`src/rtl/pdr_regs.vh`:
```
`ifndef PDR_REGS_VH
`define PDR_REGS_VH
// Port-relative byte offsets
`define PDR_OFF_CABLE 12'h124
`define PDR_OFF_LINK 12'h126
`define PDR_OFF_SYMERR 12'h12A
`define PDR_OFF_IRQ 12'h136
// Cable test register fields
`define PDR_CT_EN_BIT 15
`define PDR_CT_RSV14_BIT 14
`define PDR_CT_PAIR_HI 13
`define PDR_CT_PAIR_LO 12
`define PDR_CT_RSV_HI 11
`define PDR_CT_RSV_LO 10
`define PDR_CT_RES_HI 9
`define PDR_CT_RES_LO 8
// Cable result codes
`define PDR_RES_OK 2'h0
`define PDR_RES_OPEN 2'h1
`define PDR_RES_SHORT 2'h2
// Link status fields
`define PDR_LS_GIG_BIT 1
`define PDR_LS_FE_BIT 0
// Interrupt register fields
`define PDR_IRQ_EN_HI 15
`define PDR_IRQ_EN_LO 8
`define PDR_IRQ_ST_HI 7
`define PDR_IRQ_ST_LO 0
// Reset values
`define PDR_RST_CABLE 16'h0000
`define PDR_RST_COUNT 16'h0000
`define PDR_RST_IRQ 8'h00
// Cable test duration
`define PDR_CT_TIME_NS 2000
`define PDR_CT_CYCLES ((`PDR_CT_TIME_NS + 7) / 8)
`endif

```
`src/rtl/pdr_cable_test.v`:
```
`timescale 1ns/1ns
`default_nettype none
`include "pdr_regs.vh"
// Sequencer of one cable diagnostic run
module pdr_cable_test #(
  parameter CYCLES = `PDR_CT_CYCLES
) (
  // Clock and reset
  input wire clk,
  input wire rst_n,
  // Control
  input wire start,
  input wire abort,
  // Result from the measurement front end
  input wire open_flt,
  input wire short_flt,
  // Status
  output reg busy_q,
  output reg [1:0] result_q
);
  localparam ST_IDLE = 2'b01;
  localparam ST_RUN = 2'b10;
  reg [1:0] state_q;
  reg [1:0] state_d;
  reg [31:0] cnt_q;

  // Next state; abort wins over completion
  always @* begin
    case (state_q)
      ST_IDLE: state_d = start ? ST_RUN : ST_IDLE;
      ST_RUN: state_d = (abort || cnt_q == CYCLES - 1) ? ST_IDLE : ST_RUN;
      default: state_d = ST_IDLE;
    endcase
  end

  // State, timer, result latch
  always @(posedge clk or negedge rst_n) begin
    if (!rst_n) begin
      state_q <= ST_IDLE;
      cnt_q <= 32'h0;
      busy_q <= 1'b0;
      result_q <= `PDR_RES_OK;
    end else begin
      state_q <= state_d;
      busy_q <= (state_d == ST_RUN);
      cnt_q <= (state_q == ST_RUN) ? cnt_q + 32'h1 : 32'h0;
      // Short dominates open; code 11 never produced
      if (state_q == ST_RUN && state_d == ST_IDLE && !abort) begin
        result_q <= short_flt ? `PDR_RES_SHORT : (open_flt ? `PDR_RES_OPEN : `PDR_RES_OK);
      end
    end
  end
endmodule
`default_nettype wire

```
`src/rtl/pdr_port_regs.v`:
```
`timescale 1ns/1ns
`default_nettype none
`include "pdr_regs.vh"
module pdr_port_regs #(
  parameter CT_CYCLES = `PDR_CT_CYCLES
) (
  // Clock and reset
  input wire CORE_CLK,
  input wire RST_N,
  // Register port
  input wire [11:0] ADDR,
  input wire [15:0] WDATA,
  input wire WR,
  input wire RD,
  output reg [15:0] RDATA,
  // Cable test front end
  input wire CT_OPEN_FAULT,
  input wire CT_SHORT_FAULT,
  output reg CT_RUN,
  output reg [1:0] CT_PAIR,
  // Link state pins
  input wire LINK_GIG_UP,
  input wire LINK_FE_UP,
  // Receive symbol error frame pulse
  input wire RX_SYMBOL_ERROR_FRAME,
  // Event pulses: jabber, rxerr, page, pdf, lpack, down, rfault, up
  input wire [7:0] EVENTS,
  // Interrupt output
  output reg IRQ
);
  // Pin synchronisers
  reg [1:0] gig_s1_q;
  reg [1:0] gig_s2_q;
  reg [7:0] ev_s1_q;
  reg [7:0] ev_s2_q;
  reg [7:0] ev_s3_q;
  reg sym_s1_q;
  reg sym_s2_q;
  reg sym_s3_q;
  // Registers
  reg [1:0] pair_q;
  reg rsv14_q;
  reg [1:0] rsv_q;
  reg [15:0] count_q;
  reg [7:0] irq_en_q;
  reg [7:0] irq_st_q;
  reg [15:0] rdata_d;
  wire ct_busy;
  wire [1:0] ct_result;
  wire wr_cable;
  wire rd_count;
  wire rd_irq;
  wire ct_start;
  wire ct_abort;
  wire [7:0] ev_rise;
  wire sym_rise;

  // Address match helper
  function hit;
    input [11:0] a;
    input [11:0] off;
    begin
      hit = (a == off);
    end
  endfunction

  assign wr_cable = WR && hit(ADDR, `PDR_OFF_CABLE);
  assign rd_count = RD && hit(ADDR, `PDR_OFF_SYMERR);
  assign rd_irq = RD && hit(ADDR, `PDR_OFF_IRQ);
  // Start only from idle so a rewrite does not restart a run
  assign ct_start = wr_cable && WDATA[`PDR_CT_EN_BIT] && !ct_busy;
  assign ct_abort = wr_cable && !WDATA[`PDR_CT_EN_BIT];

  // Two-flop synchronisers, third stage for edges
  always @(posedge CORE_CLK or negedge RST_N) begin
    if (!RST_N) begin
      gig_s1_q <= 2'h0;
      gig_s2_q <= 2'h0;
      ev_s1_q <= 8'h00;
      ev_s2_q <= 8'h00;
      ev_s3_q <= 8'h00;
      sym_s1_q <= 1'b0;
      sym_s2_q <= 1'b0;
      sym_s3_q <= 1'b0;
    end else begin
      gig_s1_q <= {LINK_GIG_UP, LINK_FE_UP};
      gig_s2_q <= gig_s1_q;
      ev_s1_q <= EVENTS;
      ev_s2_q <= ev_s1_q;
      ev_s3_q <= ev_s2_q;
      sym_s1_q <= RX_SYMBOL_ERROR_FRAME;
      sym_s2_q <= sym_s1_q;
      sym_s3_q <= sym_s2_q;
    end
  end

  // Edges only, so a slow pin counts once
  assign ev_rise = ev_s2_q & ~ev_s3_q;
  assign sym_rise = sym_s2_q & ~sym_s3_q;

  pdr_cable_test #(
    .CYCLES(CT_CYCLES)
  ) u_ct (
    .clk(CORE_CLK),
    .rst_n(RST_N),
    .start(ct_start),
    .abort(ct_abort),
    .open_flt(CT_OPEN_FAULT),
    .short_flt(CT_SHORT_FAULT),
    .busy_q(ct_busy),
    .result_q(ct_result)
  );

  // Control and counters
  always @(posedge CORE_CLK or negedge RST_N) begin
    if (!RST_N) begin
      pair_q <= 2'h0;
      rsv14_q <= 1'b0;
      rsv_q <= 2'h0;
      count_q <= `PDR_RST_COUNT;
      irq_en_q <= `PDR_RST_IRQ;
      irq_st_q <= `PDR_RST_IRQ;
    end else begin
      if (wr_cable) begin
        pair_q <= WDATA[`PDR_CT_PAIR_HI:`PDR_CT_PAIR_LO];
        rsv14_q <= WDATA[`PDR_CT_RSV14_BIT];
        rsv_q <= WDATA[`PDR_CT_RSV_HI:`PDR_CT_RSV_LO];
      end
      if (WR && hit(ADDR, `PDR_OFF_IRQ)) begin
        irq_en_q <= WDATA[`PDR_IRQ_EN_HI:`PDR_IRQ_EN_LO];
      end
      // A frame arriving with the clearing read counts as one
      if (rd_count) begin
        count_q <= {15'h0000, sym_rise};
      end else if (sym_rise && count_q != 16'hFFFF) begin
        count_q <= count_q + 16'h0001;
      end
      // Set wins over read clear
      irq_st_q <= (rd_irq ? 8'h00 : irq_st_q) | ev_rise;
    end
  end

  // Read mux
  always @* begin
    rdata_d = 16'h0000;
    case (ADDR)
      `PDR_OFF_CABLE: begin
        rdata_d[`PDR_CT_EN_BIT] = ct_busy;
        rdata_d[`PDR_CT_RSV14_BIT] = rsv14_q;
        rdata_d[`PDR_CT_PAIR_HI:`PDR_CT_PAIR_LO] = pair_q;
        rdata_d[`PDR_CT_RSV_HI:`PDR_CT_RSV_LO] = rsv_q;
        rdata_d[`PDR_CT_RES_HI:`PDR_CT_RES_LO] = ct_result;
      end
      `PDR_OFF_LINK: begin
        rdata_d[`PDR_LS_GIG_BIT] = gig_s2_q[1];
        rdata_d[`PDR_LS_FE_BIT] = gig_s2_q[0];
      end
      `PDR_OFF_SYMERR: rdata_d = count_q;
      `PDR_OFF_IRQ: rdata_d = {irq_en_q, irq_st_q};
      default: rdata_d = 16'h0000;
    endcase
  end

  // Registered outputs
  always @(posedge CORE_CLK or negedge RST_N) begin
    if (!RST_N) begin
      RDATA <= 16'h0000;
      CT_RUN <= 1'b0;
      CT_PAIR <= 2'h0;
      IRQ <= 1'b0;
    end else begin
      RDATA <= RD ? rdata_d : 16'h0000;
      CT_RUN <= ct_busy;
      CT_PAIR <= pair_q;
      IRQ <= |(irq_en_q & irq_st_q);
    end
  end
endmodule
`default_nettype wire

```
`config.mk`:
```
export PLATFORM = sky130hd
export DESIGN_NAME = pdr_port_regs
export DESIGN_NICKNAME = d
export VERILOG_FILES = /design/src/rtl/pdr_cable_test.v /design/src/rtl/pdr_port_regs.v
export VERILOG_INCLUDE_DIRS = /design/src /design/src/rtl
export SDC_FILE = /design/constraint.sdc
export NUM_CORES = 1
export LEC_CHECK = 0
export ABC_AREA = 1
export BUFFER_PORTS_ARGS = -buffer_cell sky130_fd_sc_hd__clkbuf_2
export CORE_MARGIN = 2
export CORE_UTILIZATION = 65
export CTS_BUF_LIST = sky130_fd_sc_hd__clkbuf_8
export CTS_CLUSTER_SIZE = 16
export DETAILED_ROUTE_END_ITERATION = 16
export PLACE_DENSITY = 0.86
export SYNTH_ARGS = -nofsm -noshare
export SYNTH_HDL_FRONTEND = slang
export SYNTH_HIERARCHICAL = 1
export SYNTH_SLANG_ARGS = --single-unit
```
`constraint.sdc`:
```
create_clock -name CORE_CLK -period 3.5 [get_ports CORE_CLK]
set_clock_uncertainty 0.15 [all_clocks]
set_input_delay 0.7 -clock CORE_CLK [delete_from_list [all_inputs] [get_ports CORE_CLK]]
set_output_delay 0.7 -clock CORE_CLK [all_outputs]
set_load 0.01 [all_outputs]
```
### Word level (Yosys, flattened, before mapping)

Cells that the tools add are included.

* reductions and logical operators: 16
* $add $sub $neg: 2
* equality and inequality tests: 10
* bitwise gates (word level): 6
* multiplexer cells: 13

Operators by type and width (count)
* == test 12 x 9 -> 1 bit, second input constant: 4
* two-way mux 16 bit: 3
* adder 32 x 1 -> 32 bit, second input constant: 1
* == test 32 x 8 -> 1 bit, second input constant: 1
* two-way mux 32 bit: 1
* case mux 8 bit (3 select lines): 1
* adder 16 x 1 -> 16 bit, second input constant: 1
* AND 8 bit: 2
* != test 16 bit, second input constant: 1
* case mux 6 bit (2 select lines): 1
* logical AND 1 bit: 10
* two-way mux 8 bit: 1
* NOT 8 bit: 1
* bitwise OR 8 bit: 1
* OR reduction 8 bit: 1
* two-way mux 2 bit: 3
* case mux 2 bit (3 select lines): 1
* == test 2 x 1 -> 1 bit, second input constant: 2
* == test 2 bit, second input constant: 2
* case mux 2 bit (2 select lines): 1
* zero test 1 bit: 3
* nonzero test 2 bit: 1
* AND 1 bit: 1
* logical OR 1 bit: 1
* other kinds (2): 2

* register bits after elaboration: 125
* output and inout port bits: 20
* word-level logic and storage cells: 69

### Depth between registers and ports, before layout

Gate-level depths: netlist of the first run.

* depth in word-level cells: 9
* gate-level depth with buffers: 13

### By module

Netlist of the first run, hierarchy kept.

By module, submodules not included
* pdr_port_regs: cells each 425, seq. area each 2202.1 um2, area each 3766.1 um2, times used 1
* pdr_cable_test: cells each 286, seq. area each 927.1 um2, area each 2184.6 um2, times used 1

### Least setup slack after synthesis of the first run

OpenSTA, ideal clock, no wires.

* kind: input-to-reg
* from: input ADDR[3]
* to: register u_ct.result_q[0]
* path slack: 1301 ps
* arrival time: 1983 ps
* buffers on the path: 0
* setup time: 66 ps
* data required time: 3284 ps
* cell stages on the path: 11
* path through: inv_1 > nand2_1 > nor3_2 > nand3_1 > nor3_1 > inv_1 > a21oi_1 > nand2_1 > nand3_1 > nand2_1 > nand2_1

* longest elaborated chain between the ends: 9
* elaborated cells on any way between the ends: 13
* those cells by class: eq/ne (2); mux (3); reduce/logical (8)

RTL lines
* start, declared: line pdr_port_regs.v:11 `input wire [11:0] ADDR,`
* == test 12 x 9 -> 1 bit: line pdr_port_regs.v:63 `hit = (a == off);`
* logical AND 1 bit: line pdr_port_regs.v:67 `` assign wr_cable = WR && hit(ADDR, `PDR_OFF_CABLE); ``
* logical AND 1 bit (2 in a row): line pdr_port_regs.v:71 `` assign ct_start = wr_cable && WDATA[`PDR_CT_EN_BIT] && !ct_busy; ``
* via ct_start: line pdr_port_regs.v:53 `wire ct_start;`
* two-way mux 2 bit: line pdr_cable_test.v:30 `ST_IDLE: state_d = start ? ST_RUN : ST_IDLE;`
* case mux 2 bit (2 select lines): line pdr_cable_test.v:29 `case (state_q)`
* via u_ct.state_d[0]: line pdr_cable_test.v:24 `reg [1:0] state_d;`
* == test 2 x 1 -> 1 bit: line pdr_cable_test.v:48 `if (state_q == ST_RUN && state_d == ST_IDLE && !abort) begin`
* logical AND 1 bit (2 in a row): line pdr_cable_test.v:48
* end signal, assigned: line pdr_cable_test.v:42 `` result_q <= `PDR_RES_OK; ``
* end signal, assigned: line pdr_cable_test.v:49 `` result_q <= short_flt ? `PDR_RES_SHORT : (open_flt ? `PDR_RES_OPEN : `PDR_RES_OK); ``
* end, declared: line pdr_cable_test.v:19 `output reg [1:0] result_q`

The timed path passes the listed nets, and every way through them passes these cells.
A chain may end at the register's enable or synchronous reset.

### Worst setup path in the final report of the first run

* from: input ADDR[3]
* to: register u_ct.result_q[1]

Same word-level chain as after synthesis.

==> results of run 1 <==
## final timing paths
path / start / to / slack, ns / cells past startpoint
max in group asynchronous: RST_N / u_ct/state_q[0]$_DFF_PN1_ / 2.22 / 2
min in group CORE_CLK: ev_s1_q[2]$_DFF_PN0_ / ev_s2_q[2]$_DFF_PN0_ / 0.19 / 0
worst min register to register: ev_s1_q[2]$_DFF_PN0_ / ev_s2_q[2]$_DFF_PN0_ / 0.19 / 0
worst min-delay path: RST_N / CT_PAIR[1]$_DFF_PN0_ / 0.14 / 1
worst max-delay path: ADDR[3] / u_ct/result_q[1]$_DFFE_PN0P_ / 1.27 / 12
worst max register to register: u_ct/state_q[0]$_DFF_PN1_ / u_ct/result_q[1]$_DFFE_PN0P_ / 1.28 / 7
## layout make-up
class	instances	share of cell area
clock buffers	17	0.0347
clock inverters	15	0.0256
inverters	99	0.0551
multi-input cells	478	0.352
flip-flops and latches	125	0.464
well taps	108	0.0200
repair buffers	62	0.0486
## flip-flops by register name, summed over array words and instances, names as in the netlist, 2 cells and up
register	flops
u_ct/state_q	2
pair_q	2
count_q	16
irq_en_q	8
gig_s1_q	2
ev_s3_q	8
ev_s1_q	8
rsv_q	2
RDATA	16
gig_s2_q	2
irq_st_q	8
u_ct/result_q	2
ev_s2_q	8
CT_PAIR	2
u_ct/cnt_q	32
## worst max-delay path: cells and delay by family
family / cells / cell delay, ns
buffers and inverters: 3 / 0.23
and+or+nand+nor: 8 / 1.39
AOI/OAI and AO/OA: 1 / 0.12
## per-stage QoR
step	std cells	worst slack (ns)
floorplan	711	1.30
detailed placement	872	0.871
global route	904	1.04
finish	904	1.27
global placement	872	0.960
CTS	904	1.31
## placed cells by master, fill, tap and decap left out, types with 4 or more instances in the layout
| cell | n |
|---|---|
| nor2_4 | 9 |
| inv_8 | 4 |
| inv_1 | 96 |
| nand3_2 | 4 |
| a21oi_1 | 22 |
| nand3_1 | 65 |
| o21ai_0 | 28 |
| clkbuf_8 | 17 |
| inv_6 | 5 |
| nor2_1 | 93 |
| o22ai_1 | 6 |
| xor2_1 | 8 |
| ha_1 | 5 |
| clkbuf_2 | 55 |
| nand2_2 | 4 |
| nor3_1 | 11 |
| dfrtp_1 | 124 |
| nor2_2 | 7 |
| buf_4 | 7 |
| nand4_1 | 15 |
| nand2_1 | 174 |
## kinds of logic after synthesis
kind of cell / synth area share
and+or+nand+nor: 0.309
DFF: 0.526
buffers and inverters: 0.0746
AOI/OAI and AO/OA: 0.0652
xor gates and xnor gates: 0.0147
adders and majority gates: 0.0105
## metal layers
metal	GRT usage	routed length [µm]
met2	0.492	6630
met5	0	0
met3	0.0710	1050
met1	0.381	5550
met4	0.123	339
## power breakdown
part	internal [mW]	switching (mW)
Combinational	0.0515	0.0964
Clock	0.602	0.683
Sequential	1.48	0.0370
Total	2.14	0.817
==> results.json, run 1 <==
{
  "outcome": "completed",
  "antennaDiodeCount": 0,
  "synthesis.area_mm2": 0.00595,
  "vdd_ir_drop_max_uv": 284,
  "place_area_mm2": 0.00634,
  "area.growth.synth_to_final_pct": 13.4,
  "grt_remaining_overflow": 0,
  "routed_wire_length_per_instance_um": 15.0,
  "via_count_of_the_first_global_routing_pass": 5084,
  "drt.antenna.violating_nets": 0,
  "fmaxAchievable_mhz": 449,
  "clock_insertion_delay_worst_skew_ns": 0.44,
  "tritoncts.num_buffers": 17,
  "timing.critical_path.required_ns": 3.72,
  "htree_levels": 4,
  "post_cts_resized": 0,
  "ys.flop_type": "dfrtp_1",
  "leak_nw": 3.40,
  "nNetsFinal": 833,
  "n_fill_cell": 615,
  "hold_violations": 0,
  "hold_slack_ns": 0.145,
  "io_buffer_count": 56,
  "ctsLongestPathBuffers": 2,
  "clkTransAtPathRegs_ns": 0.08,
  "total_drc_errors_in_the_routed_layout": 0,
  "setup_viol": 0,
  "dp_hpwl_um": 9480,
  "critical_path.endpoint_type": "register",
  "synth-seq-cells": 125,
  "route.final.wire_length_um": 13600,
  "crit_path_max_fo": 8,
  "placement_rows": 34,
  "drt_first_pass_iters": 6,
  "drive_above_1_share": 0.170,
  "maximum_number_of_pins_on_one_net_before_global_route_repair": 55,
  "rsz_0062_raised_after_global_routing": "no",
  "cp_slowest_cell": "nor3_2",
  "timing.critical_path.cells": "clkbuf_2 -> inv_1 -> nand2_1 -> nor3_2 -> nand3_1 -> nor3_1 -> inv_1 -> a21oi_1 -> nand2_1 -> nand3_1 -> nand2_1 -> nand2_1",
  "area_taken_by_multi_input_logic_gates_mm2": 0.00238,
  "routed_via_density": 5.65,
  "grt_first_pass_wirelength_um": 23300,
  "slew_headroom": 0.339,
  "synth_cells": 711,
  "worst_slew_pin_slew_ns": 0.992,
  "synth.area.top_cells": "dfrtp_1 52%, nand2_1 11%, inv_1 6.1%, nor2_1 5.9%, nand3_1 5.5%",
  "crit_path_max_incr_delay_ns": 0.32,
  "design_area_mm2": 0.00675,
  "design.core.area_mm2": 0.00881,
  "die_x_um": 99.7,
  "yosysSeqAreaShare": 0.526,
  "synthDistinctLibCells": 40,
  "synth_warnings": 6,
  "number_of_buffers_inserted_to_repair_setup_after_cts": 0,
  "critPathLaunchType": "primary input",
  "antenna_found_initial": 0,
  "maxCapViolCount": 0,
  "start_util": 0.676,
  "io_pins": 65,
  "post_synth.cell_area_avg_um2": 8.37,
  "power.total_mw": 2.95,
  "synth_top_cells_by_count": "174 x nand2_1, 124 x dfrtp_1, 96 x inv_1",
  "vias": 5106,
  "power-per-cell-area_mw_per_mm2": 438,
  "clock-root-buffer": "clkbuf_8",
  "report.final.slew_viol_count": 0,
  "critPathMostFrequentCell": "nand2_1",
  "async_reset_ff_frac": 1.00,
  "synth_enable_flop_cells": 0,
  "hp-class": "in2async",
  "post-synth-top-count-cell": "nand2_1",
  "cts_tree": "built",
  "floorplan.die.height_um": 99.7,
  "clkSinkCount": 125,
  "drt_first_iter_violations": 375,
  "holdBufCountCts": 0,
  "arrival_ns": 2.45,
  "most_area_hungry_cell_type_in_the_yosys_netlist": "dfrtp_1",
  "synthesized_net_count": 761,
  "grtUsageTotal": 0.298,
  "worstSetupPathType": "in2reg",
  "routability_congestion": 0.939,
  "synthDominantCellAreaShare": 0.521,
  "min_period_over_period": 0.636,
  "timing.setup.tns_ns": 0,
  "finish.utilization": 0.766,
  "die_area_mm2": 0.00994,
  "minimum_clock_period_ns": 2.23,
  "ff_latch_area_mm2": 0.00313
}
Note: power is estimated with default switching activity, not from simulation.
==> inputs of run 2 (changes only) <==
--- a/config.mk
+++ b/config.mk
@@ -9,11 +9,11 @@
 export ABC_AREA = 1
 export BUFFER_PORTS_ARGS = -buffer_cell sky130_fd_sc_hd__clkbuf_2
 export CORE_MARGIN = 2
-export CORE_UTILIZATION = 65
+export CORE_UTILIZATION = 61
 export CTS_BUF_LIST = sky130_fd_sc_hd__clkbuf_8
 export CTS_CLUSTER_SIZE = 16
 export DETAILED_ROUTE_END_ITERATION = 16
-export PLACE_DENSITY = 0.86
+export PLACE_DENSITY = 0.81
 export SYNTH_ARGS = -nofsm -noshare
 export SYNTH_HDL_FRONTEND = slang
 export SYNTH_HIERARCHICAL = 1
==> constraint.sdc (replaced) <==
create_clock -name CORE_CLK -period 2.3 [get_ports CORE_CLK]
set_clock_uncertainty 0.15 [all_clocks]
set_input_delay 0.46 -clock CORE_CLK [delete_from_list [all_inputs] [get_ports CORE_CLK]]
set_output_delay 0.46 -clock CORE_CLK [all_outputs]
set_load 0.01 [all_outputs]
==> results.json, run 2 (synthesis gave the netlist of run 1 again) <==
{
  "outcome": "completed",
  "n_fill_cell": 789,
  "finish.utilization": 0.716,
  "hold_slack_ns": 0.130,
  "worst_slew_pin_slew_ns": 0.524,
  "clock_insertion_delay_worst_skew_ns": 0.43,
  "grt_remaining_overflow": 0,
  "total_drc_errors_in_the_routed_layout": 0,
  "io_pins": 65,
  "drt_first_pass_iters": 5,
  "arrival_ns": 2.24,
  "placement_rows": 36,
  "design.core.area_mm2": 0.00964,
  "htree_levels": 4,
  "antennaDiodeCount": 0,
  "grtUsageTotal": 0.267,
  "clkSinkCount": 125,
  "via_count_of_the_first_global_routing_pass": 4828,
  "reg.largest.list": "u_ct/cnt_q: 32 flops, RDATA: 16 flops, count_q: 16 flops",
  "vdd_ir_drop_max_uv": 503,
  "nNetsFinal": 848,
  "fin_ws_ns": 0.216,
  "tritoncts.num_buffers": 17,
  "power-per-cell-area_mw_per_mm2": 623,
  "routed_wire_length_per_instance_um": 13.5,
  "largest_reg_by_ff_count": "u_ct/cnt_q",
  "maximum_number_of_pins_on_one_net_before_global_route_repair": 60,
  "min_period_over_period": 0.906,
  "power.total_mw": 4.31,
  "hold_violations": 0,
  "worstSetupPathType": "reg2reg",
  "slew_headroom": 0.650,
  "minimum_clock_period_ns": 2.08,
  "die_area_mm2": 0.0106,
  "crit_path_max_fo": 5,
  "timing.critical_path.required_ns": 2.45,
  "rr_startpoint": "u_ct/cnt_q[0]$_DFF_PN0_",
  "antenna_found_initial": 0,
  "route.final.wire_length_um": 12800,
  "area.growth.synth_to_final_pct": 16.0,
  "report.final.slew_viol_count": 0,
  "critPathLaunchType": "register",
  "drt.antenna.violating_nets": 0,
  "leak_nw": 3.46,
  "vias": 4999,
  "clock-root-buffer": "clkbuf_8",
  "drive_above_1_share": 0.168,
  "timing.setup.tns_ns": 0,
  "preCtsSetupSlack_ns": 0.0360,
  "most_common_cell_after_layout_fill_and_taps_aside": "nand2_1",
  "hp-class": "in2reg",
  "grt_first_pass_wirelength_um": 21700,
  "fmaxAchievable_mhz": 480,
  "dp_hpwl_um": 9340,
  "routed_via_density": 5.30,
  "largest_register_ffs": 32,
  "maxCapViolCount": 0,
  "rsz_0062_raised_after_global_routing": "no",
  "floorplan.die.height_um": 103,
  "clkTransAtPathRegs_ns": 0.07,
  "crit_path_start": "u_ct/cnt_q[0]$_DFF_PN0_",
  "mostFrequentLayoutCells": "174 x nand2_1, 124 x dfrtp_1, 97 x inv_1",
  "cts_tree": "built",
  "setup_viol": 0,
  "critical_path.endpoint_type": "register",
  "start_util": 0.617,
  "io_buffer_count": 56,
  "hold_path_startpoint": "WDATA[11]",
  "die_x_um": 103,
  "ctsLongestPathBuffers": 2,
  "drt_first_iter_violations": 332,
  "routability_congestion": 0.986
}
## run 2: cell count changes in the layout (fill, tap and decap cells not counted)
| cell | previous run | this run |
|---|---|---|
| inv_1 | 96 | 97 |
| buf_12 | 0 | 2 |
| inv_6 | 5 | 2 |
| clkinv_8 | 2 | 0 |
| buf_4 | 7 | 8 |
| clkinv_4 | 1 | 5 |
| inv_8 | 4 | 0 |
| clkbuf_8 | 17 | 18 |
| dlygate4sd3_1 | 0 | 12 |
| clkinv_2 | 1 | 3 |
## run 2: final timing paths
kind,slack [ns],endpoint,depth (start not counted)
setup reg to reg,0.22,u_ct/cnt_q[28]$_DFF_PN0_,10
hold / removal,0.13,rsv_q[1]$_DFFE_PN0P_,3
min in group asynchronous,0.40,gig_s2_q[0]$_DFF_PN0_,2
hold reg to reg,0.20,ev_s2_q[6]$_DFF_PN0_,0
setup / recovery,0.22,u_ct/cnt_q[28]$_DFF_PN0_,10
max in group asynchronous,0.93,ev_s3_q[5]$_DFF_PN0_,3
## run 2: power breakdown
part / total [mW] / leakage (nW) / switching, mW / internal, mW
sequential: 2.31 / 1.60 / 0.0564 / 2.26
clock: 1.75 / 0.190 / 0.869 / 0.879
combinational: 0.243 / 1.67 / 0.145 / 0.0977
total: 4.31 / 3.46 / 1.07 / 3.24
## run 2: metrics by stage
stage / instance area, µm² / std cells
finish: 6910 / 943
global route: 6910 / 943
CTS: 6910 / 943
detailed placement: 6420 / 900
global placement: 6420 / 900
floorplan: 5950 / 711
## run 2: area by class of cell
cell class | instances | area (µm²) | area share
multi-input cells | 478 | 2380 | 0.344
well taps | 133 | 166 | 0.0241
clock inverters | 13 | 118 | 0.0170
inverters | 99 | 372 | 0.0538
clock buffers | 18 | 248 | 0.0359
repair buffers | 77 | 495 | 0.0718
flip-flops and latches | 125 | 3130 | 0.453
## run 2: timing repair
item | in CTS | in global routing
buffers inserted | 0 | 0
hold buffers | 12 | 0
endpoints found under the hold margin | 45 | 0
gates resized for setup | 0 | 0
## run 2: worst max-delay path, cell delays in order (launching register included)
cell     delay (ns)
dfrtp_1        0.42
ha_1           0.23
nand2_2        0.09
nor2_4         0.15
nand2_1        0.11
nor2_2         0.14
nand3_1        0.15
nor2_1         0.17
nand2_1        0.11
nor3_1         0.17
nor3_1         0.06
## run 2: layer usage
layer	share of wire	vias up	global-route usage	wire length, µm
met5	0	-	0	0
met4	0.017	0	0.106	221
met3	0.059	22	0.0685	755
met2	0.49	180	0.432	6270
met1	0.43	2356	0.347	5520
li1	-	2441	-	-
